## config.mk

```make
export PLATFORM = sky130hd
export DESIGN_NAME = acf_cmd_flow
export DESIGN_NICKNAME = d
export VERILOG_FILES = /design/src/hw/acf_decode.v /design/src/hw/acf_cmd_flow.v
export VERILOG_INCLUDE_DIRS = /design/src /design/src/hw
export SDC_FILE = /design/constraint.sdc
export NUM_CORES = 1
export LEC_CHECK = 0
export ABC_CLOCK_PERIOD_IN_PS = 3400
export BUFFER_PORTS_ARGS = -buffer_cell sky130_fd_sc_hd__buf_4
export CAP_MARGIN = 20
export CORE_ASPECT_RATIO = 0.6
export CORE_MARGIN = 4
export CORE_UTILIZATION = 50
export DETAILED_ROUTE_END_ITERATION = 7
export GPL_TIMING_DRIVEN = 0
export PLACE_DENSITY = 0.73
export SLEW_MARGIN = 20
export SYNTH_ARGS = -nofsm -noshare
export SYNTH_HDL_FRONTEND = slang
export SYNTH_HIERARCHICAL = 1
export SYNTH_SLANG_ARGS = --single-unit
```

## constraint.sdc

```tcl
create_clock -name clk -period 3.4 [get_ports clk]
set_input_delay 0.68 -clock clk [delete_from_list [all_inputs] [get_ports clk]]
set_output_delay 0.68 -clock clk [all_outputs]
set_load 0.03 [all_outputs]
```

## src/hw/acf_consts.vh

```
// Constants for the ATA command layer block: register offsets, fields,
// command codes and timing counts. Included by the design modules.
`ifndef ACF_CONSTS_VH
`define ACF_CONSTS_VH
// Register byte offsets on the AHB-Lite slave.
`define ACF_OFS_FEAT      8'h00
`define ACF_OFS_SCNT      8'h04
`define ACF_OFS_SNUM      8'h08
`define ACF_OFS_CYL       8'h0c
`define ACF_OFS_DRVHD     8'h10
`define ACF_OFS_CMD       8'h14
`define ACF_OFS_STATUS    8'h18
`define ACF_OFS_ISTAT     8'h1c
`define ACF_OFS_IMASK     8'h20
`define ACF_OFS_CTRL      8'h24
`define ACF_OFS_XFER      8'h28
`define ACF_OFS_PARAM     8'h2c
// Drive/head fields.
`define ACF_DH_LBA_BIT    6
`define ACF_DH_DRV_BIT    4
// Status and error byte bits.
`define ACF_ST_BSY        7
`define ACF_ST_DRDY       6
`define ACF_ST_ERR        0
`define ACF_ER_ABRT       2
// Interrupt status bits.
`define ACF_IRQ_CMD       0
`define ACF_IRQ_DONE      1
`define ACF_IRQ_ABORT     2
// Command codes.
`define ACF_CMD_NOP       8'h00
`define ACF_CMD_RD_SEC    8'h20
`define ACF_CMD_WR_SEC    8'h30
`define ACF_CMD_WR_NOER   8'h38
`define ACF_CMD_VFY0      8'h40
`define ACF_CMD_VFY1      8'h41
`define ACF_CMD_RD_MULT   8'hc4
`define ACF_CMD_WR_MULT   8'hc5
`define ACF_CMD_RD_DMA    8'hc8
`define ACF_CMD_WRM_NOER  8'hcd
`define ACF_CMD_RD_NMAX   8'hf8
`define ACF_CMD_SET_MAX   8'hf9
`define ACF_CMD_IDENT     8'hec
// Largest data frame in doublewords.
`define ACF_MAX_FRAME_DW  12'd2048
// LED blink half period: 100 ms at the 10 MHz clock, in cycles.
`define ACF_BLINK_CYC     24'd1000000
`endif

```

## src/hw/acf_decode.v

```verilog
// Command code decoder: classifies one command code.
// Assumes a stable code input; purely combinational.
`timescale 1ns/1ps
`default_nettype none
`include "acf_consts.vh"
module acf_decode
(
    // Code in
    input  wire [7:0] code,
    // Class out
    output reg        is_dma_in,
    output reg        is_nop,
    output reg        is_supported,
    output reg        uses_head,
    output reg        uses_lba
);
    always @*
    begin
        is_dma_in    = 1'b0;
        is_nop       = 1'b0;
        is_supported = 1'b1;
        uses_head    = 1'b1;
        uses_lba     = 1'b1;
        case (code)
            `ACF_CMD_RD_SEC, `ACF_CMD_RD_MULT, `ACF_CMD_RD_DMA:
                is_dma_in = 1'b1;
            `ACF_CMD_WR_SEC, `ACF_CMD_WR_MULT,
            `ACF_CMD_VFY0, `ACF_CMD_VFY1:
                is_nop = 1'b0;
            `ACF_CMD_WR_NOER, `ACF_CMD_WRM_NOER:
                is_nop = 1'b0;
            `ACF_CMD_SET_MAX:
                uses_lba = 1'b1;
            `ACF_CMD_RD_NMAX:
            begin
                uses_head = 1'b0;
                uses_lba  = 1'b0;
            end
            `ACF_CMD_IDENT:
            begin
                is_dma_in = 1'b1;
                uses_head = 1'b0;
                uses_lba  = 1'b0;
            end
            `ACF_CMD_NOP, 8'he5, 8'h98, 8'h90, 8'he7, 8'he3, 8'h97,
            8'he1, 8'h95, 8'he4, 8'h03, 8'hf1, 8'hf2, 8'hf3, 8'hf4,
            8'hf5, 8'hf6, 8'hef, 8'hc6, 8'hb0, 8'he2, 8'h96, 8'he0,
            8'h94, 8'he8:
            begin
                is_nop    = 1'b1;
                uses_head = 1'b0;
                uses_lba  = 1'b0;
            end
            8'hc0, 8'h87, 8'hca:
                is_nop = 1'b1;
            default:
            begin
                is_supported = 1'b0;
                uses_head    = 1'b0;
                uses_lba     = 1'b0;
            end
        endcase
    end
endmodule // acf_decode
`default_nettype wire

```

## src/hw/acf_cmd_flow.v

```verilog
// ATA command layer: task file over AHB-Lite, command decode, DMA data-in
// flow toward the transport layer, activity LED and card-detect pins.
// Assumes one 10 MHz clock, synchronous reset, transport handshakes on clk.
//
// Implementation choices: the placing of the registers and the AHB-Lite slave port.
`timescale 1ns/1ps
`default_nettype none
`include "acf_consts.vh"
module acf_cmd_flow
(
    // Clock and reset
    input  wire        clk,
    input  wire        rst,
    // AHB-Lite slave
    input  wire        hsel,
    input  wire [7:0]  haddr,
    input  wire [1:0]  htrans,
    input  wire        hwrite,
    input  wire [2:0]  hsize,
    input  wire [31:0] hwdata,
    input  wire        hready,
    output reg  [31:0] hrdata,
    output reg         hreadyout,
    output reg         hresp,
    output reg         irq,
    // Data preparation (media side)
    input  wire        data_ready,
    input  wire        data_error,
    // Transport layer
    output reg         tl_data_req,
    output reg  [11:0] tl_data_dw,
    input  wire        tl_data_done,
    output reg         tl_reg_req,
    output reg  [7:0]  tl_reg_status,
    output reg  [7:0]  tl_reg_error,
    output reg         tl_reg_ibit,
    input  wire        tl_reg_done,
    // Pins
    input  wire        card_detect_input,
    output reg         card_detect_output,
    output reg         activity_led_out_n
);
    localparam [1:0] DEVICE_IDLE_STATE       = 2'd0;
    localparam [1:0] DMA_IN_PREPARE_STATE    = 2'd1;
    localparam [1:0] SEND_DATA_FRAME_STATE   = 2'd2;
    localparam [1:0] SEND_STATUS_FRAME_STATE = 2'd3;
    localparam [23:0] BLINK_CYC = `ACF_BLINK_CYC;

    function [11:0] frame_dw;
        input [19:0] left;
        begin
            if (left > {8'h00, `ACF_MAX_FRAME_DW})
                frame_dw = `ACF_MAX_FRAME_DW;
            else
                frame_dw = left[11:0];
        end
    endfunction

    ////////////////////////////////////////////////////////////////////////
    reg  [7:0]  features_reg;
    reg  [7:0]  sector_count_reg;
    reg  [7:0]  sector_number_reg;
    reg  [15:0] cylinder_regs;
    reg  [7:0]  drive_head_reg;
    reg  [7:0]  cmd_r;
    reg  [2:0]  istat_r;
    reg  [2:0]  imask_r;
    reg  [1:0]  led_mode_r;
    reg  [1:0]  state_r;
    reg  [19:0] dw_left_r;
    reg  [27:0] param_r;
    reg         abort_r;
    reg         wr_pend_r;
    reg  [7:0]  wr_addr_r;
    reg  [23:0] blink_cnt_r;
    reg         blink_r;
    wire        dec_dma_in;
    wire        dec_nop;
    wire        dec_sup;
    wire        dec_head;
    wire        dec_lba;
    wire        busy = (state_r != DEVICE_IDLE_STATE);
    wire        cmd_wr = wr_pend_r && (wr_addr_r == `ACF_OFS_CMD);
    wire        start = cmd_wr && !busy;
    wire [7:0]  new_cmd = hwdata[7:0];
    wire [2:0]  ev;

    acf_decode u_dec
    (
        .code         (new_cmd),
        .is_dma_in    (dec_dma_in),
        .is_nop       (dec_nop),
        .is_supported (dec_sup),
        .uses_head    (dec_head),
        .uses_lba     (dec_lba)
    );

    ////////////////////////////////////////////////////////////////////////
    // AHB-Lite slave, zero wait states; writes land in the data phase.
    always @(posedge clk)
    begin
        if (rst)
        begin
            wr_pend_r <= 1'b0;
            wr_addr_r <= 8'h00;
            hrdata    <= 32'h00000000;
            hreadyout <= 1'b1;
            hresp     <= 1'b0;
        end
        else
        begin
            hreadyout <= 1'b1;
            hresp     <= 1'b0;
            wr_pend_r <= 1'b0;
            if (hsel && hready && htrans[1])
            begin
                wr_pend_r <= hwrite;
                wr_addr_r <= haddr;
                hrdata    <= 32'h00000000;
                if (!hwrite)
                begin
                    case (haddr)
                        `ACF_OFS_FEAT:   hrdata <= {24'h0, features_reg};
                        `ACF_OFS_SCNT:   hrdata <= {24'h0, sector_count_reg};
                        `ACF_OFS_SNUM:   hrdata <= {24'h0, sector_number_reg};
                        `ACF_OFS_CYL:    hrdata <= {16'h0, cylinder_regs};
                        `ACF_OFS_DRVHD:  hrdata <= {24'h0, drive_head_reg};
                        `ACF_OFS_CMD:    hrdata <= {24'h0, cmd_r};
                        `ACF_OFS_STATUS: hrdata <= {14'h0, state_r,
                                                    tl_reg_error,
                                                    tl_reg_status};
                        `ACF_OFS_ISTAT:  hrdata <= {29'h0, istat_r};
                        `ACF_OFS_IMASK:  hrdata <= {29'h0, imask_r};
                        `ACF_OFS_CTRL:   hrdata <= {30'h0, led_mode_r};
                        `ACF_OFS_XFER:   hrdata <= {12'h0, dw_left_r};
                        `ACF_OFS_PARAM:  hrdata <= {4'h0, param_r};
                        default:         hrdata <= 32'h00000000;
                    endcase
                end
            end
        end
    end

    ////////////////////////////////////////////////////////////////////////
    // Task file; parameter writes while busy are dropped so a running
    // command keeps the values it started with.
    always @(posedge clk)
    begin
        if (rst)
        begin
            features_reg      <= 8'h00;
            sector_count_reg  <= 8'h00;
            sector_number_reg <= 8'h00;
            cylinder_regs     <= 16'h0000;
            drive_head_reg    <= 8'h00;
            imask_r           <= 3'h0;
            led_mode_r        <= 2'd0;
        end
        else if (wr_pend_r)
        begin
            case (wr_addr_r)
                `ACF_OFS_FEAT:  if (!busy) features_reg <= hwdata[7:0];
                `ACF_OFS_SCNT:  if (!busy) sector_count_reg <= hwdata[7:0];
                `ACF_OFS_SNUM:  if (!busy) sector_number_reg <= hwdata[7:0];
                `ACF_OFS_CYL:   if (!busy) cylinder_regs <= hwdata[15:0];
                `ACF_OFS_DRVHD: if (!busy) drive_head_reg <= hwdata[7:0];
                `ACF_OFS_IMASK: imask_r <= hwdata[2:0];
                `ACF_OFS_CTRL:  led_mode_r <= hwdata[1:0];
                default:        imask_r <= imask_r;
            endcase
        end
    end

    ////////////////////////////////////////////////////////////////////////
    // Command flow. A command write while busy is ignored.
    assign ev = {(state_r == SEND_STATUS_FRAME_STATE) && tl_reg_done
                     && abort_r,
                 (state_r == SEND_STATUS_FRAME_STATE) && tl_reg_done,
                 start};

    always @(posedge clk)
    begin
        if (rst)
        begin
            state_r       <= DEVICE_IDLE_STATE;
            cmd_r         <= 8'h00;
            dw_left_r     <= 20'h00000;
            param_r       <= 28'h0000000;
            abort_r       <= 1'b0;
            tl_data_req   <= 1'b0;
            tl_data_dw    <= 12'h000;
            tl_reg_req    <= 1'b0;
            tl_reg_status <= 8'h40;
            tl_reg_error  <= 8'h00;
            tl_reg_ibit   <= 1'b0;
        end
        else
        begin
            case (state_r)
                DEVICE_IDLE_STATE:
                begin
                    if (start)
                    begin
                        cmd_r   <= new_cmd;
                        abort_r <= !dec_sup && !dec_nop;
                        tl_reg_status[`ACF_ST_BSY] <= 1'b1;
                        if (dec_lba && drive_head_reg[`ACF_DH_LBA_BIT])
                            param_r <= {drive_head_reg[3:0],
                                        cylinder_regs,
                                        sector_number_reg};
                        else if (dec_head)
                            param_r <= {drive_head_reg[3:0],
                                        cylinder_regs,
                                        sector_number_reg};
                        else
                            param_r <= {3'h0,
                                        drive_head_reg[`ACF_DH_DRV_BIT],
                                        24'h000000};
                        // Zero sectors means 256, the top bit of the count.
                        dw_left_r <= {4'h0, sector_count_reg == 8'h00,
                                      sector_count_reg, 7'h00};
                        if (dec_sup && dec_dma_in)
                            state_r <= DMA_IN_PREPARE_STATE;
                        else
                            state_r <= SEND_STATUS_FRAME_STATE;
                    end
                end
                DMA_IN_PREPARE_STATE:
                begin
                    if (data_error || dw_left_r == 20'h00000)
                    begin
                        abort_r <= abort_r | data_error;
                        state_r <= SEND_STATUS_FRAME_STATE;
                    end
                    else if (data_ready)
                    begin
                        tl_data_dw  <= frame_dw(dw_left_r);
                        tl_data_req <= 1'b1;
                        state_r     <= SEND_DATA_FRAME_STATE;
                    end
                end
                SEND_DATA_FRAME_STATE:
                begin
                    if (tl_data_done)
                    begin
                        tl_data_req <= 1'b0;
                        dw_left_r   <= dw_left_r
                                       - {8'h00, tl_data_dw};
                        state_r     <= DMA_IN_PREPARE_STATE;
                    end
                end
                SEND_STATUS_FRAME_STATE:
                begin
                    if (!tl_reg_req && !tl_reg_done)
                    begin
                        tl_reg_req  <= 1'b1;
                        tl_reg_ibit <= 1'b1;
                        tl_reg_status <= {1'b0, 1'b1, 5'h00, abort_r};
                        tl_reg_error  <= {5'h00, abort_r, 2'h0};
                    end
                    else if (tl_reg_done)
                    begin
                        tl_reg_req  <= 1'b0;
                        tl_reg_ibit <= 1'b0;
                        state_r     <= DEVICE_IDLE_STATE;
                    end
                end
                default: state_r <= DEVICE_IDLE_STATE;
            endcase
        end
    end

    ////////////////////////////////////////////////////////////////////////
    // Interrupts: a new event wins over a write-one-to-clear.
    always @(posedge clk)
    begin
        if (rst)
        begin
            istat_r <= 3'h0;
            irq     <= 1'b0;
        end
        else
        begin
            if (wr_pend_r && wr_addr_r == `ACF_OFS_ISTAT)
                istat_r <= (istat_r & ~hwdata[2:0]) | ev;
            else
                istat_r <= istat_r | ev;
            irq <= |((istat_r | ev) & imask_r);
        end
    end

    ////////////////////////////////////////////////////////////////////////
    // LED: mode 0 follows activity, 1 on, 2 blink, 3 off. The pin is
    // active low. Card-detect in is left unread by design.
    always @(posedge clk)
    begin
        if (rst)
        begin
            blink_cnt_r        <= 24'h000000;
            blink_r            <= 1'b0;
            activity_led_out_n <= 1'b1;
            card_detect_output <= 1'b0;
        end
        else
        begin
            card_detect_output <= 1'b1;
            if (blink_cnt_r >= BLINK_CYC - 24'h000001)
            begin
                blink_cnt_r <= 24'h000000;
                blink_r     <= ~blink_r;
            end
            else
                blink_cnt_r <= blink_cnt_r + 24'h000001;
            case (led_mode_r)
                2'd0:    activity_led_out_n <= ~busy;
                2'd1:    activity_led_out_n <= 1'b0;
                2'd2:    activity_led_out_n <= blink_r;
                default: activity_led_out_n <= 1'b1;
            endcase
        end
    end
endmodule // acf_cmd_flow
`default_nettype wire

```

Yosys cells after proc, flatten, opt, wreduce, memory -nomap -nowiden
Cells that the tools add are included.
- output and inout port bits: 68
- register bits after elaboration: 200
- logic and storage cells: 200
- multiplexer cells: 35
- reduce and logical (&&, ||, !) cells: 53
- add/sub/neg operators: 2
- $lt $le $gt $ge: 2
- eq/ne operators: 72
- bitwise gates (word level): 10
- operator list (cell ; count):
    case mux 28 bit (12 select lines) ; 1
    equality test 8 bit (second input constant) ; 33
    2-to-1 mux 28 bit ; 3
    equality test 8 x 6 -> 1 bit (second input constant) ; 9
    equality test 8 x 5 -> 1 bit (second input constant) ; 7
    2-to-1 mux 20 bit ; 2
    case mux 20 bit (2 select lines) ; 1
    OR reduction 40 bit ; 1
    equality test 8 x 4 -> 1 bit (second input constant) ; 4
    logical NOT 8 bit ; 4
    OR reduction 28 bit ; 1
    AND reduction 3 bit ; 9
    adder 24 x 1 -> 24 bit (second input constant) ; 1
    greater-or-equal comparator 24 x 20 -> 1 bit (second input constant) ; 1
    greater-than comparator 20 x 12 -> 1 bit (second input constant) ; 1
    logical NOT 20 bit ; 1
    subtractor 20 x 12 -> 20 bit ; 1
    equality test 8 x 3 -> 1 bit (second input constant) ; 2
    equality test 8 x 7 -> 1 bit (second input constant) ; 2
    2-to-1 mux 2 bit ; 7
    inequality test 2 bit (second input constant) ; 7
    2-to-1 mux 1 bit ; 13
    OR reduction 13 bit ; 1
    2-to-1 mux 12 bit ; 1
    26 further kinds ; 61

Logic depth before layout (Yosys ltp)
- depth in word-level cells: 7
- gate-level depth with buffers: 13
- mapped depth without buffers: 10

Cells and area by module
Netlist, hierarchy kept.
- by module, submodules not included (module ; cells an instance ; times used ; sequential area each (um^2) ; area each (um^2)):
    acf_cmd_flow ; 1052 ; 1 ; 3923.8 ; 9029.9
    acf_decode ; 81 ; 1 ; 0.0 ; 509.2

Least setup slack after synthesis
Ideal clock, no wire load.
- path kind: register to register
- from: register tl_data_dw[4]
- to: register dw_left_r[12]
- arrival time: 2.670 ns
- path buffers: 0
- setup slack: 0.614 ns
- stages on the path, launching flop included: 9
- cells stage by stage: dfxtp_1 -> inv_1 -> ha_1 -> a21oi_1 -> o221ai_1 -> nand2_1 -> o311ai_0 -> mux2_2 -> a31o_2
- cells in the longest elaborated chain, start to end: 3
- ends and longest elaborated chain (item ; RTL line ; RTL):
    start, declared ; acf_cmd_flow.v:31 ; output reg [11:0] tl_data_dw,
    start signal, assigned ; acf_cmd_flow.v:237 ; tl_data_dw <= frame_dw(dw_left_r);
    subtractor 20 x 12 -> 20 bit ; acf_cmd_flow.v:248 ; - {8'h00, tl_data_dw};
    2-to-1 mux 20 bit ; acf_cmd_flow.v:244 ; if (tl_data_done)
    case mux 20 bit (2 select lines) ; acf_cmd_flow.v:199 ; case (state_r)
    end signal, assigned ; acf_cmd_flow.v:220 ; dw_left_r <= {4'h0, sector_count_reg == 8'h00,
    end signal, assigned ; acf_cmd_flow.v:247 ; dw_left_r <= dw_left_r
    end, declared ; acf_cmd_flow.v:70 ; reg [19:0] dw_left_r;
No other way between the ends. The select of a mux whose other input is x is not followed.
A chain may end at the register's enable or synchronous reset.

Worst setup path in the final report
- from: input haddr[4]
- to: register hrdata[17]
- cells in the longest elaborated chain, start to end: 3
- elaborated cells on any way between the ends: 14
- those cells by class: 11 x eq/ne; 2 x mux; 1 x reduce/logical
- ends and longest elaborated chain (item ; RTL line ; RTL):
    start, declared ; acf_cmd_flow.v:16 ; input wire [7:0] haddr,
    equality test 8 x 6 -> 1 bit (tied with other cells) ; acf_cmd_flow.v:122 ; case (haddr)
    case mux 28 bit (12 select lines) * ; acf_cmd_flow.v:122 ;
    2-to-1 mux 28 bit * ; acf_cmd_flow.v:120 ; if (!hwrite)
    end signal, assigned ; acf_cmd_flow.v:123 ; `ACF_OFS_FEAT: hrdata <= {24'h0, features_reg};
    end signal, assigned ; acf_cmd_flow.v:124 ; `ACF_OFS_SCNT: hrdata <= {24'h0, sector_count_reg};
    end signal, assigned ; acf_cmd_flow.v:125 ; `ACF_OFS_SNUM: hrdata <= {24'h0, sector_number_reg};
    end, declared ; acf_cmd_flow.v:22 ; output reg [31:0] hrdata,
Every way passes the cells marked *; elsewhere a longest branch is shown, timed or not.

==> results.tsv <==
stage	metric	value	unit
min_path	min_path_type	reg -> reg	
global_route	antenna_found_initial	0	
place	numPortBuffers	80	
synthesis	synthFlopType	dfxtp_1	
layout	diodes	0	
routing	route.vias.total	9255	
clock_tree	cts.path.max_buffers	2	
critical_path	worst_setup_path_end_kind	flip-flop	
critical_path	worstReg2RegEnd	dw_left_r[12]	
critical_path	critPathLaunchType	primary input	
synthesis	syn_area_per_cell	8.419	um^2
synthesis	synth.most_common_cell	dfxtp_1	
die	rows	38	
clock_tree	cts_tree	built	
die	io_pins	123	
sta	rsz0062_at_grt	false	
routing	ant_nets	0	
sta	max_freq	308.0	MHz
layout	area_growth	16.55	%
synthesis	syn_inst	1133	
clock_tree	clock_sinks	196	
die	core	18400	um^2
sta	period_share	0.9549	
global_route	grt_usage	0.2944	
min_path	min_from	cmd_r[3]	
status	status	completed	
layout	reg_top3	hrdata: 28 flops, param_r: 28 flops, blink_cnt_r: 24 flops	
critical_path	cp.required	3.79	ns
sta	whs	0.4604	ns
power_and_ir_drop	leakage	4.403	nW
critical_path	worstSetupPathType	in -> reg	
global_route	grt_pass1_vias	8385	
clock_tree	clk_pin_slew	0.07	ns
clock_tree	cts-root-buf	clkbuf_16	
synthesis	async_reset_ff_frac	0	
global_route	grt_max_degree	19	
routing	drt-total-wl	31850	um
critical_path	cp_data_arrival_time	3.63	ns
die	initial_utilization	0.5184	
die	fp.dieW	186.3	um
routing	drtIter0Drc	1166	
clock_tree	post_cts_buffers	0	
place	dp_hpwl	23710	um
place	place_ws	-0.1640	ns
min_path	min_path_cells	2	
clock_tree	cts_buffers	17	
clock_tree	clock_latency	0.45	ns
synthesis	synth-edff-count	0	
synthesis	ys_ff_latch	196	
synthesis	synth_common_cells	dfxtp_1, nor2_1, nand2_1, a21oi_1, nand3_1	
critical_path	critPathMaxFanout	10	
critical_path	ff2ff_path_depth	10	
routing	drt_pass1_iterations	6	
layout	final_cells	1506	
die	die_y	115.0	um
clock_tree	holdBufCountCts	0	
synthesis	synth_top_area_share	0.4113	
layout	fillers	1681	
synthesis	yosysWarnings	6	
min_path	worstHoldEndpoint	cmd_r[3]	
synthesis	yosys.area.top_type	dfxtp_1	
power_and_ir_drop	powerDensity	423.6	nW/um^2
die	die-area	21420	um^2
routing	drc_errors	0	
critical_path	timing.rr.start	dw_left_r[0]	
synthesis	netlist_area	9539	um^2
synthesis	yosysUniqueCellTypes	85	
synthesis	synthTopCellsByArea	dfxtp_1, nor2_1, a21oi_1, nand2_1, mux2i_1	
routing	wire_per_inst	21.15	um
global_route	grt_pass1_wl	49230	um
critical_path	r2r_slack	0.33	ns
sta	period_minus_slack	3.247	ns
global_route	gr-total-overflow	0	
place	globalplace.congestion	0.9677	
run	cap_violations	0	
power_and_ir_drop	ir_worst_vdd	0.0003740	V
clock_tree	postCtsResizedCells	0	
sta	fin_skew	0.01261	ns
sta	finalMaxSlewViolations	0	
sta	setup_viol	0	
routing	vias_per_cell	6.145	
sta	tightest_slew	0.9413	ns
sta	hold_violations	0	
clock_tree	htreeDepth	4	
layout	layout.nets	1322	
sta	setup_ws	0.1535	ns
sta	relSlewSlack	0.3713	
layout	drive_above_1_share	0.1485	
place	dp_cells	1474	
synthesis	yosysSeqAreaShare	0.4113	
[stage by stage]
| step | cell area [um^2] | power [mW] | setup TNS (ns) | util |
|---|---|---|---|---|
| 2_1_floorplan | 9618 | 2.540 | 0 | - |
| 3_3_place_gp | 10520 | 2.657 | -1.356 | 0.5717 |
| 3_5_place_dp | 10520 | 2.660 | -1.132 | 0.5719 |
| 4_1_cts | 11120 | 4.705 | 0 | 0.6042 |
| 5_1_grt | 11120 | 4.833 | 0 | 0.6042 |
| 6_report | 11120 | 4.710 | 0 | 0.6042 |
[worst max path at each step]
stage | to | start | depth (start not counted) | slack [ns]
6_report | hrdata[17] | haddr[4] | 10 | 0.15
5_1_grt | hrdata[15] | haddr[4] | 10 | 0.06
4_1_cts | dw_left_r[12] | dw_left_r[0] | 10 | 0.15
3_5_place_dp | hrdata[17] | haddr[4] | 10 | -0.16
3_3_place_gp | hrdata[16] | haddr[4] | 10 | -0.16
2_1_floorplan | dw_left_r[12] | tl_data_dw[4] | 8 | 0.61
[final cells by class]
cell class / instances / area, um^2 / share of cell area
Multi-Input combinational cell: 830 / 5056 / 0.4548
Tap cell: 240 / 300.3 / 0.02701
Timing Repair Buffer: 80 / 600.6 / 0.05402
Clock inverter: 15 / 168.9 / 0.01519
Clock buffer: 17 / 425.4 / 0.03826
Inverter: 31 / 116.4 / 0.01047
Sequential cell: 196 / 3924 / 0.3529
Buffer: 97 / 526.8 / 0.04738
[per-layer routing]
| layer | GRT usage | vias up | share of wire |
|---|---|---|---|
| met5 | 0 | - | 0 |
| met4 | 0.06598 | 0 | 0.017 |
| met3 | 0.1144 | 48 | 0.14 |
| met2 | 0.4040 | 582 | 0.39 |
| met1 | 0.4349 | 4343 | 0.45 |
| li1 | - | 4282 | - |
[cells by family after synthesis]
logic type,synth area share
fa+ha+maj,0.01915
compound gates,0.1932
mux,0.05220
other cells,0.0007873
buf+inv,0.06742
xor+xnor,0.02387
simple gates,0.2320
flops,0.4113
[power by group]
group	switching (mW)	internal, mW	total, mW
Clock	0.987	1.11	2.09
Combinational	0.216	0.0914	0.308
Sequential	0.00759	2.30	2.31
[layout by cell type, fill, tap and decap left out, types with 5 or more instances in the layout]
| cell | n |
|---|---|
| a22oi_1 | 38 |
| nand2b_1 | 7 |
| inv_1 | 31 |
| clkbuf_1 | 52 |
| o31ai_1 | 10 |
| nor4_1 | 12 |
| a31oi_1 | 10 |
| conb_1 | 23 |
| nand3_1 | 55 |
| or3_1 | 10 |
| dfxtp_1 | 196 |
| or4_1 | 5 |
| mux2i_1 | 43 |
| a21oi_1 | 88 |
| nor2_1 | 146 |
| buf_2 | 11 |
| a22o_1 | 32 |
| buf_6 | 5 |
| a211oi_1 | 12 |
| and3_1 | 12 |
| ha_1 | 13 |
| o21ai_0 | 27 |
| nor4b_1 | 5 |
| clkbuf_16 | 17 |
| xor2_1 | 18 |
| nor3_1 | 26 |
| nand3b_1 | 6 |
| nand4_1 | 12 |
| nand2_1 | 116 |
| xnor2_1 | 8 |
| buf_4 | 104 |
[worst max-delay path: stages]
cell and delay [ns]:
clkbuf_1 0.23, nor4b_1 0.78, clkbuf_1 0.46, and4_1 0.25, clkbuf_1 0.32, clkbuf_1 0.48
nand2_1 0.12, nand3_1 0.10, a22oi_1 0.08, nor2_1 0.13
(Power assumes the default switching activity.)
